File: config.mk
export PLATFORM = sky130hd
export DESIGN_NAME = nsr_readback
export DESIGN_NICKNAME = d
export VERILOG_FILES = /design/src/rtl/nsr_pkg.sv /design/src/rtl/nsr_readback.sv
export SDC_FILE = /design/constraint.sdc
export NUM_CORES = 1
export LEC_CHECK = 0
export BUFFER_PORTS_ARGS = -buffer_cell sky130_fd_sc_hd__buf_2
export CORE_MARGIN = 5
export CORE_UTILIZATION = 30
export CTS_BUF_LIST = sky130_fd_sc_hd__clkbuf_8
export CTS_CLUSTER_SIZE = 30
export DETAILED_ROUTE_END_ITERATION = 7
export MAX_ROUTING_LAYER = met4
export PLACE_DENSITY_LB_ADDON = 0.3
export SYNTH_ARGS = -nofsm -noshare
export SYNTH_HDL_FRONTEND = slang
export SYNTH_SLANG_ARGS = --single-unit
File: constraint.sdc
create_clock -name mclk -period 3.09 [get_ports mclk]
set_clock_uncertainty 0.15 [all_clocks]
set_input_delay 0.309 -clock mclk [delete_from_list [all_inputs] [get_ports mclk]]
set_output_delay 0.309 -clock mclk [all_outputs]
set_load 0.1 [all_outputs]
File: src/rtl/nsr_pkg.sv
// Constants for the stored-settings readback command handler
package nsr_pkg;
  localparam int REPORT_LEN = 64;
  localparam logic [5:0] LAST_IDX = 6'h3f;
  localparam logic [7:0] CMD_READ_SETTINGS = 8'h61;
  localparam logic [7:0] SUB_CHIP_SETTINGS = 8'h20;
  localparam logic [7:0] SUB_KEY_PARAMS = 8'h30;
  localparam logic [7:0] STATUS_OK = 8'h00;
  localparam logic [7:0] STATUS_UNKNOWN = 8'hf8;
  localparam logic [7:0] DONT_CARE = 8'h00;
  // Reply byte positions
  localparam logic [5:0] IDX_CMD = 6'h00;
  localparam logic [5:0] IDX_STATUS = 6'h01;
  localparam logic [5:0] IDX_SUB = 6'h02;
  localparam logic [5:0] IDX_PIN7_DESIG = 6'h0b;
  localparam logic [5:0] IDX_INPIN_DESIG = 6'h0c;
  localparam logic [5:0] IDX_DEF_OUT = 6'h0d;
  localparam logic [5:0] IDX_DEF_DIR = 6'h0f;
  localparam logic [5:0] IDX_OPTIONS = 6'h11;
  localparam logic [5:0] IDX_PROTECT = 6'h12;
  localparam logic [5:0] IDX_VID_LO = 6'h0c;
  localparam logic [5:0] IDX_VID_HI = 6'h0d;
  localparam logic [5:0] IDX_PID_LO = 6'h0e;
  localparam logic [5:0] IDX_PID_HI = 6'h0f;
  localparam logic [5:0] IDX_POWER = 6'h1d;
  localparam logic [5:0] IDX_CURRENT = 6'h1e;
  // Option and power byte field positions
  localparam int WAKE_BIT = 4;
  localparam int INT_MODE_LSB = 1;
  localparam int RELEASE_BIT = 0;
  localparam int PWR_BUS_BIT = 7;
  localparam int PWR_SELF_BIT = 6;
  localparam int PWR_WAKE_BIT = 5;
  // Encodings
  localparam logic [7:0] DESIG_GPIO = 8'h00;
  localparam logic [7:0] DESIG_CS = 8'h01;
  localparam logic [7:0] DESIG_DEDICATED = 8'h02;
  localparam logic [2:0] INT_NONE = 3'h0;
  localparam logic [2:0] INT_FALL = 3'h1;
  localparam logic [2:0] INT_RISE = 3'h2;
  localparam logic [2:0] INT_LOW = 3'h3;
  localparam logic [2:0] INT_HIGH = 3'h4;
  localparam logic [7:0] PROT_NONE = 8'h00;
  localparam logic [7:0] PROT_PASSWORD = 8'h40;
  localparam logic [7:0] PROT_LOCKED = 8'h80;
  typedef enum logic [1:0] {
    NSR_COLLECT = 2'b00,
    NSR_REPLY = 2'b01
  } nsr_state_t;
endpackage

File: src/rtl/nsr_readback.sv
// Stored-settings readback command handler: takes a 64-byte report, returns a 64-byte reply
// Operation
// - Byte 11 gives pin seven designation (0x00/0x01/0x02), byte 12 the input-only pin (0x00/0x02).
// - Byte 13 gives default output levels of pins zero to seven, bit n for pin n, byte 14 don't care.
// - Byte 15 gives default direction bits of pins zero to seven, byte 16 don't care.
// - Byte 17 bit 4 gives remote wake-up enable, bits 7 to 5 don't care.
// - Byte 17 bits 3 to 1 give the interrupt counting mode, codes 101 to 111 reserved.
// - Byte 17 bit 0 gives serial bus release: 0 released, 1 held between transfers.
// - Byte 18 gives protection level 0x00, 0x40 or 0x80, bytes 19 to 63 don't care.
// - The key reply echoes the command, gives status 0x00 and echoes the sub-command.
// - Byte 29 gives power attributes: bit 7 bus, bit 6 self powered, bit 5 remote wake-up.
// - Byte 30 gives the requested current in units of 2 mA, the rest don't care.
`timescale 1ns/10ps
module nsr_readback (
  // Clock and reset
  input wire logic mclk,
  input wire logic reset,
  // Incoming report bytes, one per cycle
  input wire logic rx_valid,
  input wire logic [7:0] rx_byte,
  // Outgoing reply bytes, one per cycle
  output logic tx_valid,
  output logic [7:0] tx_byte,
  output logic tx_last,
  input wire logic tx_ready,
  // Stored chip settings
  input wire logic [7:0] pin_seven_designation,
  input wire logic [7:0] input_only_pin_designation,
  input wire logic [7:0] default_output,
  input wire logic [7:0] default_direction,
  input wire logic remote_wakeup_enable,
  input wire logic [2:0] interrupt_count_mode,
  input wire logic bus_hold_enable,
  input wire logic [7:0] protection_level,
  // Stored key parameters
  input wire logic [15:0] vendor_id,
  input wire logic [15:0] product_id,
  input wire logic bus_powered,
  input wire logic self_powered,
  input wire logic wakeup_capable,
  input wire logic [7:0] current_units,
  // Status
  output logic busy,
  output logic bad_request
);
  nsr_pkg::nsr_state_t state_reg, state_next;
  logic [5:0] idx_reg;
  logic [7:0] cmd_reg;
  logic [7:0] sub_reg;
  logic nonzero_reg;
  logic tx_valid_reg;
  logic [7:0] tx_byte_reg;
  logic tx_last_reg;
  logic bad_reg;
  logic busy_reg;

  // Final byte position of a 64-byte report
  function automatic logic at_last(input logic [5:0] i);
    return i == nsr_pkg::LAST_IDX;
  endfunction

  // Accept and step strobes for the report being collected or replied
  wire rx_take = (state_reg == nsr_pkg::NSR_COLLECT) && rx_valid;
  wire rx_done = rx_take && at_last(idx_reg);
  wire tx_step = (state_reg == nsr_pkg::NSR_REPLY) && (!tx_valid_reg || tx_ready);
  wire reply_end = tx_valid_reg && tx_ready && tx_last_reg;
  wire rx_nonzero = rx_take && (idx_reg > nsr_pkg::IDX_SUB - 6'h01) && (rx_byte != 8'h00);

  // Reserved bytes that are not zero mark the request malformed
  wire is_read = (cmd_reg == nsr_pkg::CMD_READ_SETTINGS) && !nonzero_reg;
  wire is_chip = is_read && (sub_reg == nsr_pkg::SUB_CHIP_SETTINGS);
  wire is_key = is_read && (sub_reg == nsr_pkg::SUB_KEY_PARAMS);
  wire is_known = is_chip || is_key;

  // Option byte fields; reserved counting codes pass through as stored
  function automatic logic [7:0] option_bits(input logic wake, input logic [2:0] mode, input logic hold);
    logic [7:0] b;
    b = nsr_pkg::DONT_CARE;
    b[nsr_pkg::WAKE_BIT] = wake;
    b[nsr_pkg::INT_MODE_LSB +: 3] = mode;
    b[nsr_pkg::RELEASE_BIT] = hold;
    return b;
  endfunction

  // Power attribute fields, low five bits read as zero
  function automatic logic [7:0] power_bits(input logic host_pwr, input logic own_pwr, input logic wake);
    logic [7:0] b;
    b = nsr_pkg::DONT_CARE;
    b[nsr_pkg::PWR_BUS_BIT] = host_pwr;
    b[nsr_pkg::PWR_SELF_BIT] = own_pwr;
    b[nsr_pkg::PWR_WAKE_BIT] = wake;
    return b;
  endfunction

  wire [7:0] options_byte = option_bits(remote_wakeup_enable, interrupt_count_mode, bus_hold_enable);
  wire [7:0] power_byte = power_bits(bus_powered, self_powered, wakeup_capable);

  // Chip-settings body; unlisted positions read as zero
  function automatic logic [7:0] chip_byte(input logic [5:0] i);
    unique case (i)
      nsr_pkg::IDX_PIN7_DESIG: chip_byte = pin_seven_designation;
      nsr_pkg::IDX_INPIN_DESIG: chip_byte = input_only_pin_designation;
      nsr_pkg::IDX_DEF_OUT: chip_byte = default_output;
      nsr_pkg::IDX_DEF_DIR: chip_byte = default_direction;
      nsr_pkg::IDX_OPTIONS: chip_byte = options_byte;
      nsr_pkg::IDX_PROTECT: chip_byte = protection_level;
      default: chip_byte = nsr_pkg::DONT_CARE;
    endcase
  endfunction

  // Key-parameters body; unlisted positions read as zero
  function automatic logic [7:0] key_byte(input logic [5:0] i);
    unique case (i)
      nsr_pkg::IDX_VID_LO: key_byte = vendor_id[7:0];
      nsr_pkg::IDX_VID_HI: key_byte = vendor_id[15:8];
      nsr_pkg::IDX_PID_LO: key_byte = product_id[7:0];
      nsr_pkg::IDX_PID_HI: key_byte = product_id[15:8];
      nsr_pkg::IDX_POWER: key_byte = power_byte;
      nsr_pkg::IDX_CURRENT: key_byte = current_units;
      default: key_byte = nsr_pkg::DONT_CARE;
    endcase
  endfunction

  // Header bytes echo command and sub-command
  // Unknown or malformed requests still get a full reply, so the host never waits on a missing report
  wire [7:0] status_byte = is_known ? nsr_pkg::STATUS_OK : nsr_pkg::STATUS_UNKNOWN;
  wire [7:0] body_byte = is_chip ? chip_byte(idx_reg) : (is_key ? key_byte(idx_reg) : nsr_pkg::DONT_CARE);
  wire [7:0] reply_byte = (idx_reg == nsr_pkg::IDX_CMD) ? cmd_reg :
                          (idx_reg == nsr_pkg::IDX_STATUS) ? status_byte :
                          (idx_reg == nsr_pkg::IDX_SUB) ? sub_reg : body_byte;

  always_comb begin
    state_next = state_reg;
    unique case (state_reg)
      nsr_pkg::NSR_COLLECT: begin
        if (rx_done) begin
          state_next = nsr_pkg::NSR_REPLY;
        end
      end
      nsr_pkg::NSR_REPLY: begin
        if (reply_end) begin
          state_next = nsr_pkg::NSR_COLLECT;
        end
      end
      default: state_next = nsr_pkg::NSR_COLLECT;
    endcase
  end

  // Bytes arriving while replying are dropped silently; the host must wait for the reply
  always_ff @(posedge mclk) begin
    if (reset) begin
      state_reg <= nsr_pkg::NSR_COLLECT;
    end else begin
      state_reg <= state_next;
    end
  end

  // Busy has its own flop so the port carries no decode
  always_ff @(posedge mclk) begin
    if (reset) begin
      busy_reg <= 1'b0;
    end else begin
      busy_reg <= (state_next == nsr_pkg::NSR_REPLY);
    end
  end

  // Index wraps to zero at the end of each phase since 64 fits six bits exactly
  always_ff @(posedge mclk) begin
    if (reset) begin
      idx_reg <= 6'h00;
    end else if (rx_take || (tx_step && !(tx_valid_reg && tx_last_reg))) begin
      idx_reg <= idx_reg + 6'h01;
    end
  end

  // Only the first two bytes are kept; later bytes need just a zero test
  always_ff @(posedge mclk) begin
    if (reset) begin
      cmd_reg <= 8'h00;
      sub_reg <= 8'h00;
      nonzero_reg <= 1'b0;
    end else if (rx_take) begin
      if (idx_reg == nsr_pkg::IDX_CMD) begin
        cmd_reg <= rx_byte;
        nonzero_reg <= 1'b0;
      end else if (idx_reg == nsr_pkg::IDX_STATUS) begin
        sub_reg <= rx_byte;
      end else if (rx_nonzero) begin
        nonzero_reg <= 1'b1;
      end
    end
  end

  // Reply stage; holds its byte until the far end takes it
  always_ff @(posedge mclk) begin
    if (reset) begin
      tx_valid_reg <= 1'b0;
      tx_byte_reg <= 8'h00;
      tx_last_reg <= 1'b0;
    end else if (reply_end) begin
      tx_valid_reg <= 1'b0;
      tx_last_reg <= 1'b0;
    end else if (tx_step) begin
      tx_valid_reg <= 1'b1;
      tx_byte_reg <= reply_byte;
      tx_last_reg <= at_last(idx_reg);
    end
  end

  // Byte 63 is folded in directly since nonzero_reg lags it by one edge
  always_ff @(posedge mclk) begin
    if (reset) begin
      bad_reg <= 1'b0;
    end else if (rx_done) begin
      bad_reg <= !is_known || rx_nonzero;
    end
  end

  assign tx_valid = tx_valid_reg;
  assign tx_byte = tx_byte_reg;
  assign tx_last = tx_last_reg;
  assign busy = busy_reg;
  assign bad_request = bad_reg;
endmodule

Yosys cells after proc, flatten, opt, wreduce, memory -nomap -nowiden
Cells that the tools add are included.
W data, S select, Z words.

storage, ports and cells
  register bits after elaboration = 37
  input bits = 100
  output and inout port bits = 12
  word-level logic and storage cells = 75

cells by class
  $add $sub $neg = 1
  magnitude comparators = 1
  eq/ne operators = 18
  multiplexer cells = 14
  bitwise gates (word level) = 2
  reductions and logical operators = 29

operators with widths
  cell                   count
  $pmux W8 S6            2
  $mux W8                6
  $eq A6 B4 Y1 const B   5
  $eq A6 B5 Y1 const B   4
  $eq A8 B6 Y1 const B   2
  $logic_and A1 B1 Y1    12
  $eq A8 B7 Y1 const B   1
  $reduce_bool A8 Y1     1
  $add A6 B1 Y6 const B  1
  $eq A6 B1 Y1 const B   1
  $eq A6 B2 Y1 const B   1
  $eq A6 B6 Y1 const B   1
  $gt A6 B1 Y1 const B   1
  $logic_not A6 Y1       1
  $reduce_and A3 Y1      2
  $eq A2 B1 Y1 const B   2
  $logic_not A1 Y1       4
  $logic_or A1 B1 Y1     4
  $mux W2                2
  $pmux W2 S2            1
  $reduce_and A2 Y1      2
  $mux W1                3
  $logic_not A2 Y1       1
  $ne A2 B2 Y1 const B   1
  other kinds (3)        4

Logic depth before layout (Yosys ltp)
Gate-level depths: netlist of run 1.

  word-level depth = 8
  depth in mapped cells = 9
  depth with buffers taken out = 7

Worst setup path after synthesis of run 1
OpenSTA, ideal clock, no wires.

  path kind = reg-to-reg
  start = register tx_valid_reg, in the netlist tx_valid
  end = register tx_byte_reg[5], in the netlist tx_byte[5]
  setup time = 103 ps
  arrival = 2027 ps
  data required time = 2837 ps
  setup slack = 809 ps
  cell stages (with the launch flop) = 6
  clock period less this slack = 2281 ps
  path through = dfxtp_1 > inv_1 > o21ai_1 > a221oi_1 > and3_1 > a2111oi_2

on the way
  longest elaborated chain between the ends = 4

ends and longest elaborated chain
  element                                                    RTL line                                RTL
  start: declaration                                         nsr_readback.sv:51                      logic tx_valid_reg;
  start signal: assignment                                   nsr_readback.sv:197                     tx_valid_reg <= 1'b0;
  start signal: assignment                                   nsr_readback.sv:201                     tx_valid_reg <= 1'b0;
  start signal: assignment                                   nsr_readback.sv:204                     tx_valid_reg <= 1'b1;
  $logic_not A1 Y1 or $logic_and A1 B1 Y1 (tied branches)    nsr_readback.sv:65, nsr_readback.sv:66
  $logic_or A1 B1 Y1 or $logic_and A1 B1 Y1 (tied branches)  nsr_readback.sv:65, nsr_readback.sv:66
  $logic_and A1 B1 Y1 or $not A1 Y1 (tied branches)          --
  $reduce_and A2 Y1 (no line) *                              --
  end signal: assignment                                     nsr_readback.sv:205                     tx_byte_reg <= reply_byte;
  end: declaration                                           nsr_readback.sv:52                      logic [7:0] tx_byte_reg;

Mark *: on every way between the ends. The rest lies on a longest branch, timed or not.
A chain may end at the register's enable or synchronous reset.

Worst setup path in the final report of run 1
  start = register idx_reg[0]
  end = register tx_byte_reg[5], in the netlist tx_byte[5]

on the way
  longest elaborated chain between the ends = 7

ends and longest elaborated chain
  element                                     RTL line             RTL
  start: declaration                          nsr_readback.sv:47   logic [5:0] idx_reg;
  start signal: assignment                    nsr_readback.sv:172  idx_reg <= idx_reg + 6'h01;
  $eq A6 B5 Y1, or another cell as far along  nsr_readback.sv:113  unique case (i)
  $pmux W8 S6                                 nsr_readback.sv:113
  $mux W8 (2 in series)                       nsr_readback.sv:127  wire [7:0] body_byte = is_chip ? chip_byte(idx_reg) : (is_key ? key_byte(idx_reg) : nsr_pkg::DONT_CARE);
  $mux W8                                     nsr_readback.sv:130  (idx_reg == nsr_pkg::IDX_SUB) ? sub_reg : body_byte;
  $mux W8                                     nsr_readback.sv:129  (idx_reg == nsr_pkg::IDX_STATUS) ? status_byte :
  $mux W8 *                                   nsr_readback.sv:128  wire [7:0] reply_byte = (idx_reg == nsr_pkg::IDX_CMD) ? cmd_reg :

Marks and branches as above.

==> results.yml, run 1 <==
flow_run:
  drv_cap: 0
route:
  vias_per_cell: 5.57
  ant_nets: 0
  wl_per_cell_um: 17.7
  drtIter0Drc: 198
  wl_um: 9570
  dr.pass1.iters: 5
  route.detailed.drc: 0
  vias: 3015
die:
  row_count: 33
  die_y_um: 102
  initial_utilization_pct: 31.0
  io_pins: 112
  core_area_um2: 8260
  dieArea_um2: 10500
  die-width_um: 102
logic_synthesis:
  avgSynthCellArea_um2: 7.59
  syn-num-nets: 442
  synthCells: 337
  synth_warnings: 0
  yosysSeqAreaShare_pct: 29.0
  synth_area_leaders: "dfxtp_1 (29%), a21oi_1 (6.5%), nand2_1 (5.6%), o21ai_0 (4.5%), nor2_1 (4.3%)"
  synth_top_area_share_pct: 29.0
  ys_seq_elements: 37
  syn_area_um2: 2560
  synth_area_leader_cell: "dfxtp_1"
  synth_most_common_cell: "nand2_1"
  async_flop_share_pct: 0
  synth-edff-count: 0
  synth_common_cells: "nand2_1 (38), dfxtp_1 (37), a21oi_1 (33)"
  synthFlopType: "dfxtp_1"
  synth.distinct_cells: 58
sta:
  fmax_ghz: 0.388
  setup-violations-final: 0
  setup_slack_ps: 513
  finalCritPeriodShare_pct: 83.4
  drv_slew: 0
  tightest_slew_ps: 693
  setup-tns-final_ps: 0
  rsz0062_at_grt: "no"
  finalCriticalPeriod_ps: 2580
  finalHoldViolCount: 0
  slew_headroom_pct: 53.8
setup_path:
  worstReg2RegEnd: "tx_byte[5]"
  path_delay_family: "adder cells"
  cp.buffers_inverters: 2
  crit_chain: "inv_1 -> ha_1 -> buf_4 -> nor3b_4 -> a211oi_1 -> and3_1 -> a2111oi_2"
  critPathCaptureType: "register"
  cpPeakStageDelay_ps: 570
  start_kind: "register"
  r2r_slack_ps: 510
  critPathRequiredTime_ps: 3090
  r2r-start: "idx_reg[0]"
  worstSetupPathType: "reg -> reg"
  slowest_stage: "ha_1"
  crit_fanout: 15
  crit_arrival_ps: 2580
  reg2reg_depth: 7
clock_network:
  cts_setup_buffers: 0
  cts_buffers: 5
  cts_buffer_depth: 2
  clkSinkCount: 37
  holdBufCountCts: 0
  path_clk_slew_ps: 80
  cts_resized: 0
  cts_tree: "built"
  h-tree-depth: 2
  clk_latency_ps: 290
  cts_root_buf: "clkbuf_8"
power:
  seqPwrFrac_pct: 41.1
  power_uw: 1200
  pwr-share-comb_pct: 17.0
  p_leak_uw: 0.00133
  p_per_area_nw_per_um2: 363
  clkPwrFrac_pct: 41.9
  power.switching_uw: 305
  internal_power_uw: 899
  ir_worst_vdd_mv: 0.179
  p_sw_share_pct: 25.4
global_routing:
  grtUsageTotal_pct: 17.9
  grt_pass1_vias: 2802
  overflow: 0
  antenna_found_initial: 0
  grt_max_degree: 37
  grt_first_pass_wirelength_um: 14200
placement:
  place_congestion: 0.879
  place_hpwl_um: 7380
  io_buffer_count: 111
  pre_cts_ws_ps: 565
cells_and_area:
  syn2layout_area_growth_pct: 29.8
  final_layout_size_suffix_gt1_share_pct: 31.0
  n_antenna_cell: 0
  final_net_count: 540
min_path:
  min_path_cells: 3
  whs_endpoint: "sub_reg[6]"
  hold_path.startpoint: "rx_byte[6]"
  hold_class: "in -> reg"
outcome:
  status: "finished clean"
## worst reg2reg max path: cells and delay by family (launching register included)
kind	cells	cell delay, ps
DFF	1	340
and+or+nand+nor	2	360
buffers and inverters	2	480
AOI/OAI and AO/OA	2	530
adders and majority gates	1	570
## cell families after synthesis
kind of cell	Yosys count	synth area share (%)
other	1	0.147
xor gates and xnor gates	4	1.37
buffers and inverters	33	5.58
adders and majority gates	5	2.45
and+or+nand+nor	129	26.2
AOI/OAI and AO/OA	125	34.1
DFF	37	29.0
muxes	3	1.17
## layout make-up
type,instances,area (um2)
Multi-Input combinational cell,267,1680
Inverter,5,18.8
Fill cell,865,4940
Clock inverter,3,65.1
Tap cell,105,131
Clock buffer,5,68.8
Timing Repair Buffer,119,616
Sequential cell,37,741
## power groups by stage
stage	logic (uW)	clock network (uW)	registers, uW
after floorplan	106	0	502
after global placement	202	0	506
after detailed placement	202	0	506
after CTS	204	514	495
after global routing	225	543	496
final	205	504	495
## worst max path at each step
stage / endpoint / startpoint / slack (ps) / cells after the start
after floorplan: tx_byte[5] / tx_valid / 810 / 5
after global placement: tx_byte[5] / idx_reg[0] / 620 / 7
after detailed placement: tx_byte[5] / idx_reg[0] / 560 / 7
after CTS: tx_byte[5] / idx_reg[0] / 550 / 7
after global routing: tx_byte[5] / idx_reg[0] / 340 / 7
final: tx_byte[5] / idx_reg[0] / 510 / 7
## stage by stage
step / utilization (%) / cell area, um2 / std cells / hold WS [ps]
5_1_grt: 40.2 / 3320 / 541 / 138
3_3_place_gp: 38.6 / 3190 / 533 / 313
2_1_floorplan: - / 2560 / 337 / 292
6_report: 40.2 / 3320 / 541 / 134
4_1_cts: 40.2 / 3320 / 541 / 128
3_5_place_dp: 38.6 / 3190 / 533 / 315
## cells in the final DEF (no fill, tap or decap), drive strengths merged, types with 6 or more instances in the layout
cell type and n:
a222oi 6, nor3 6, nand3 20, a22o 8
a22oi 12, nor2 29, o21ai 24, a21oi 33
dfxtp 37, buf 119, a221oi 7, nand2 39
a211oi 9
## routing by layer
metal  GRT usage [%]  vias up  part of all wire, %
li1                -     1479                    -
met1            22.1     1381                   43
met2            29.2      143                   45
met3            3.75       12                   10
met4            5.45        0                  1.8
met5               -        -                    0
(Power assumes the default switching activity.)
==> run 2: changes to the inputs <==
--- a/config.mk
+++ b/config.mk
@@ -5,6 +5,7 @@
 export SDC_FILE = /design/constraint.sdc
 export NUM_CORES = 1
 export LEC_CHECK = 0
+export ABC_AREA = 1
 export BUFFER_PORTS_ARGS = -buffer_cell sky130_fd_sc_hd__buf_2
 export CORE_MARGIN = 5
 export CORE_UTILIZATION = 30
==> constraint.sdc (replaced) <==
create_clock -name mclk -period 2.65 [get_ports mclk]
set_clock_uncertainty 0.15 [all_clocks]
set_input_delay 0.265 -clock mclk [delete_from_list [all_inputs] [get_ports mclk]]
set_output_delay 0.265 -clock mclk [all_outputs]
set_load 0.1 [all_outputs]
==> results.yml, run 2 <==
outcome:
  status: "finished clean"
die:
  row_count: 36
  io_pins: 112
  die-width_um: 109
  initial_utilization_pct: 30.5
  dieArea_um2: 12000
  core_area_um2: 9730
  die_y_um: 109
clock_network:
  clk_latency_ps: 290
  cts_resized: 0
  cts_buffer_depth: 2
  clkSinkCount: 37
  h-tree-depth: 2
  cts_tree: "built"
  cts_setup_buffers: 0
  cts_buffers: 5
  path_clk_slew_ps: 80
  cts_root_buf: "clkbuf_8"
  holdBufCountCts: 0
power:
  pwr-share-comb_pct: 15.8
  clkPwrFrac_pct: 38.2
  internal_power_uw: 935
  p_leak_uw: 0.00195
  p_sw_share_pct: 26.1
  seqPwrFrac_pct: 46.0
  p_per_area_nw_per_um2: 340
  power.switching_uw: 330
  ir_worst_vdd_mv: 0.309
sta:
  fmax_ghz: 0.442
  drv_slew: 0
  hold_ws_ps: 93.9
  finalHoldViolCount: 0
  tightest_slew_ps: 711
  finalCritPeriodShare_pct: 85.3
  rsz0062_at_grt: "no"
  setup-tns-final_ps: 0
  setup-violations-final: 0
  slew_headroom_pct: 52.6
  finalCriticalPeriod_ps: 2260
setup_path:
  path_delay_family: "simple AND/OR/NAND/NOR gates"
  r2r-start: "idx_reg[1]"
  critPathRequiredTime_ps: 2720
  start_kind: "register"
  r2r_slack_ps: 390
  crit_fanout: 20
  crit_arrival_ps: 2330
  crit_path_frequent_cell: "nand2_1"
  worstReg2RegEnd: "tx_byte[0]"
  cp.buffers_inverters: 2
  cpPeakStageDelay_ps: 400
  crit_chain: "inv_1 -> ha_1 -> inv_1 -> nor2_4 -> nand3_1 -> nand2_1 -> nor2_1 -> nand2_1 -> nand2_1 -> nand3_1 -> nand2_1 -> a21oi_2"
  reg2reg_depth: 12
  worstSetupPathType: "reg -> reg"
  critPathCaptureType: "register"
  slowest_stage: "nor2_4"
global_routing:
  grt_max_degree: 30
  grtUsageTotal_pct: 16.9
  grt_pass1_vias: 3391
  grt_first_pass_wirelength_um: 15800
  grt.busiest_layer: "met2"
  overflow: 0
  antenna_found_initial: 0
  grt_use_met2_pct: 30.1
  met1_usage_pct: 20.5
  use_met3_pct: 2.76
logic_synthesis:
  synth_top_area_share_pct: 25.0
  synthCells: 501
  synth_most_common_cell: "nand2_1"
  synthAdderAreaFrac_pct: 2.11
  yosys.area_share.simple_pct: 44.1
  syn_area_um2: 2970
  async_flop_share_pct: 0
  syn-num-nets: 606
  synth_common_cells: "nand2_1 (100), nand3_1 (78), inv_1 (72)"
  synth_area_leaders: "dfxtp_1 (25%), nand3_1 (13%), nand2_1 (13%), inv_1 (9.1%), nor2_1 (7.3%)"
  synth_warnings: 0
  synth-edff-count: 0
  muxShareOfSynthArea_pct: 0
  synthXorXnorAreaFrac_pct: 0
  synthFlopType: "dfxtp_1"
  ys_seq_elements: 37
  synth.distinct_cells: 33
  synth_top_family_by_area: "simple AND/OR/NAND/NOR gates"
  synth_area_leader_cell: "dfxtp_1"
  avgSynthCellArea_um2: 5.92
  yosysSeqAreaShare_pct: 25.0
  synth_compound_area_share_pct: 14.8
cells_and_area:
  layout_common_cells: "buf_2 (111), nand2_1 (100), nand3_1 (78), inv_1 (73), nor2_1 (58)"
  fin_cells: 740
  fillers: 1129
  final-seq-area_um2: 741
  final_net_count: 711
  multi_input_area_um2: 1810
  final_layout_size_suffix_gt1_share_pct: 24.5
  syn2layout_area_growth_pct: 25.4
  n_antenna_cell: 0
  final_common_cell: "buf_2"
min_path:
  min_path_cells: 2
  whs_endpoint: "state_reg[0]"
  hold_path.startpoint: "reset"
  hold_class: "in -> reg"
route:
  dr.pass1.iters: 4
  ant_nets: 0
  vias: 3486
  vias_per_cell: 4.71
  drtIter0Drc: 176
  wl_um: 10000
  wl_per_cell_um: 13.5
  route.detailed.drc: 0
placement:
  place_hpwl_um: 8320
  io_buffer_count: 111
  place_congestion: 0.884
  dp.cells: 732
flow_run:
  drv_cap: 0
==> run 2: final cells by class <==
class                   count  share of cell area (%)
clock buffers               5                    1.85
clock inverters             3                    1.14
inverters                  77                    7.76
multi-input cells         368                    48.7
flip-flops and latches     37                    19.9
well taps                 133                    4.47
repair buffers            117                    16.1
==> run 2: logic make-up (layout without fill, tap and decap cells) <==
kind of cell | count (synthesis) | in the layout
simple gates | 280 | 280
flops | 37 | 37
fa+ha+maj | 5 | 5
other cells | 1 | 1
buf+inv | 96 | 202
compound gates | 82 | 82
==> run 2: worst max-delay path by stage <==
stage | slack (ps) | startpoint | depth (start not counted) | to
floorplan | 550 | tx_last | 7 | idx_reg[5]
global placement | 490 | idx_reg[1] | 12 | tx_byte[4]
detailed placement | 380 | idx_reg[1] | 12 | tx_byte[0]
CTS | 360 | idx_reg[1] | 12 | tx_byte[0]
global route | 80 | idx_reg[1] | 12 | tx_byte[4]
finish | 390 | idx_reg[1] | 12 | tx_byte[0]
==> run 2: power groups by stage <==
| stage | sequential (uW) | clock [uW] | combinational, uW |
|---|---|---|---|
| floorplan | 591 | 0 | 96.9 |
| global placement | 594 | 0 | 200 |
| detailed placement | 594 | 0 | 200 |
| CTS | 581 | 495 | 201 |
| global route | 583 | 520 | 226 |
| finish | 581 | 483 | 200 |
==> run 2: routing by layer <==
| metal | wire length, um | share of wire (%) | up-vias |
|---|---|---|---|
| met1 | 4340 | 43 | 1542 |
| met4 | 39 | 0.39 | 0 |
| met3 | 714 | 7.1 | 4 |
| met5 | 0 | 0 | - |
| met2 | 4910 | 49 | 105 |
| li1 | - | - | 1835 |
==> run 2: through the flow <==
step           total power (uW)  cell area, um2  setup slack, ps  utilization [%]
2_1_floorplan               688            2970              546                -
3_3_place_gp                793            3610              491             37.1
3_5_place_dp                794            3610              381             37.1
4_1_cts                    1280            3720              357             38.3
5_1_grt                    1330            3720             80.6             38.3
6_report                   1260            3720              389             38.3
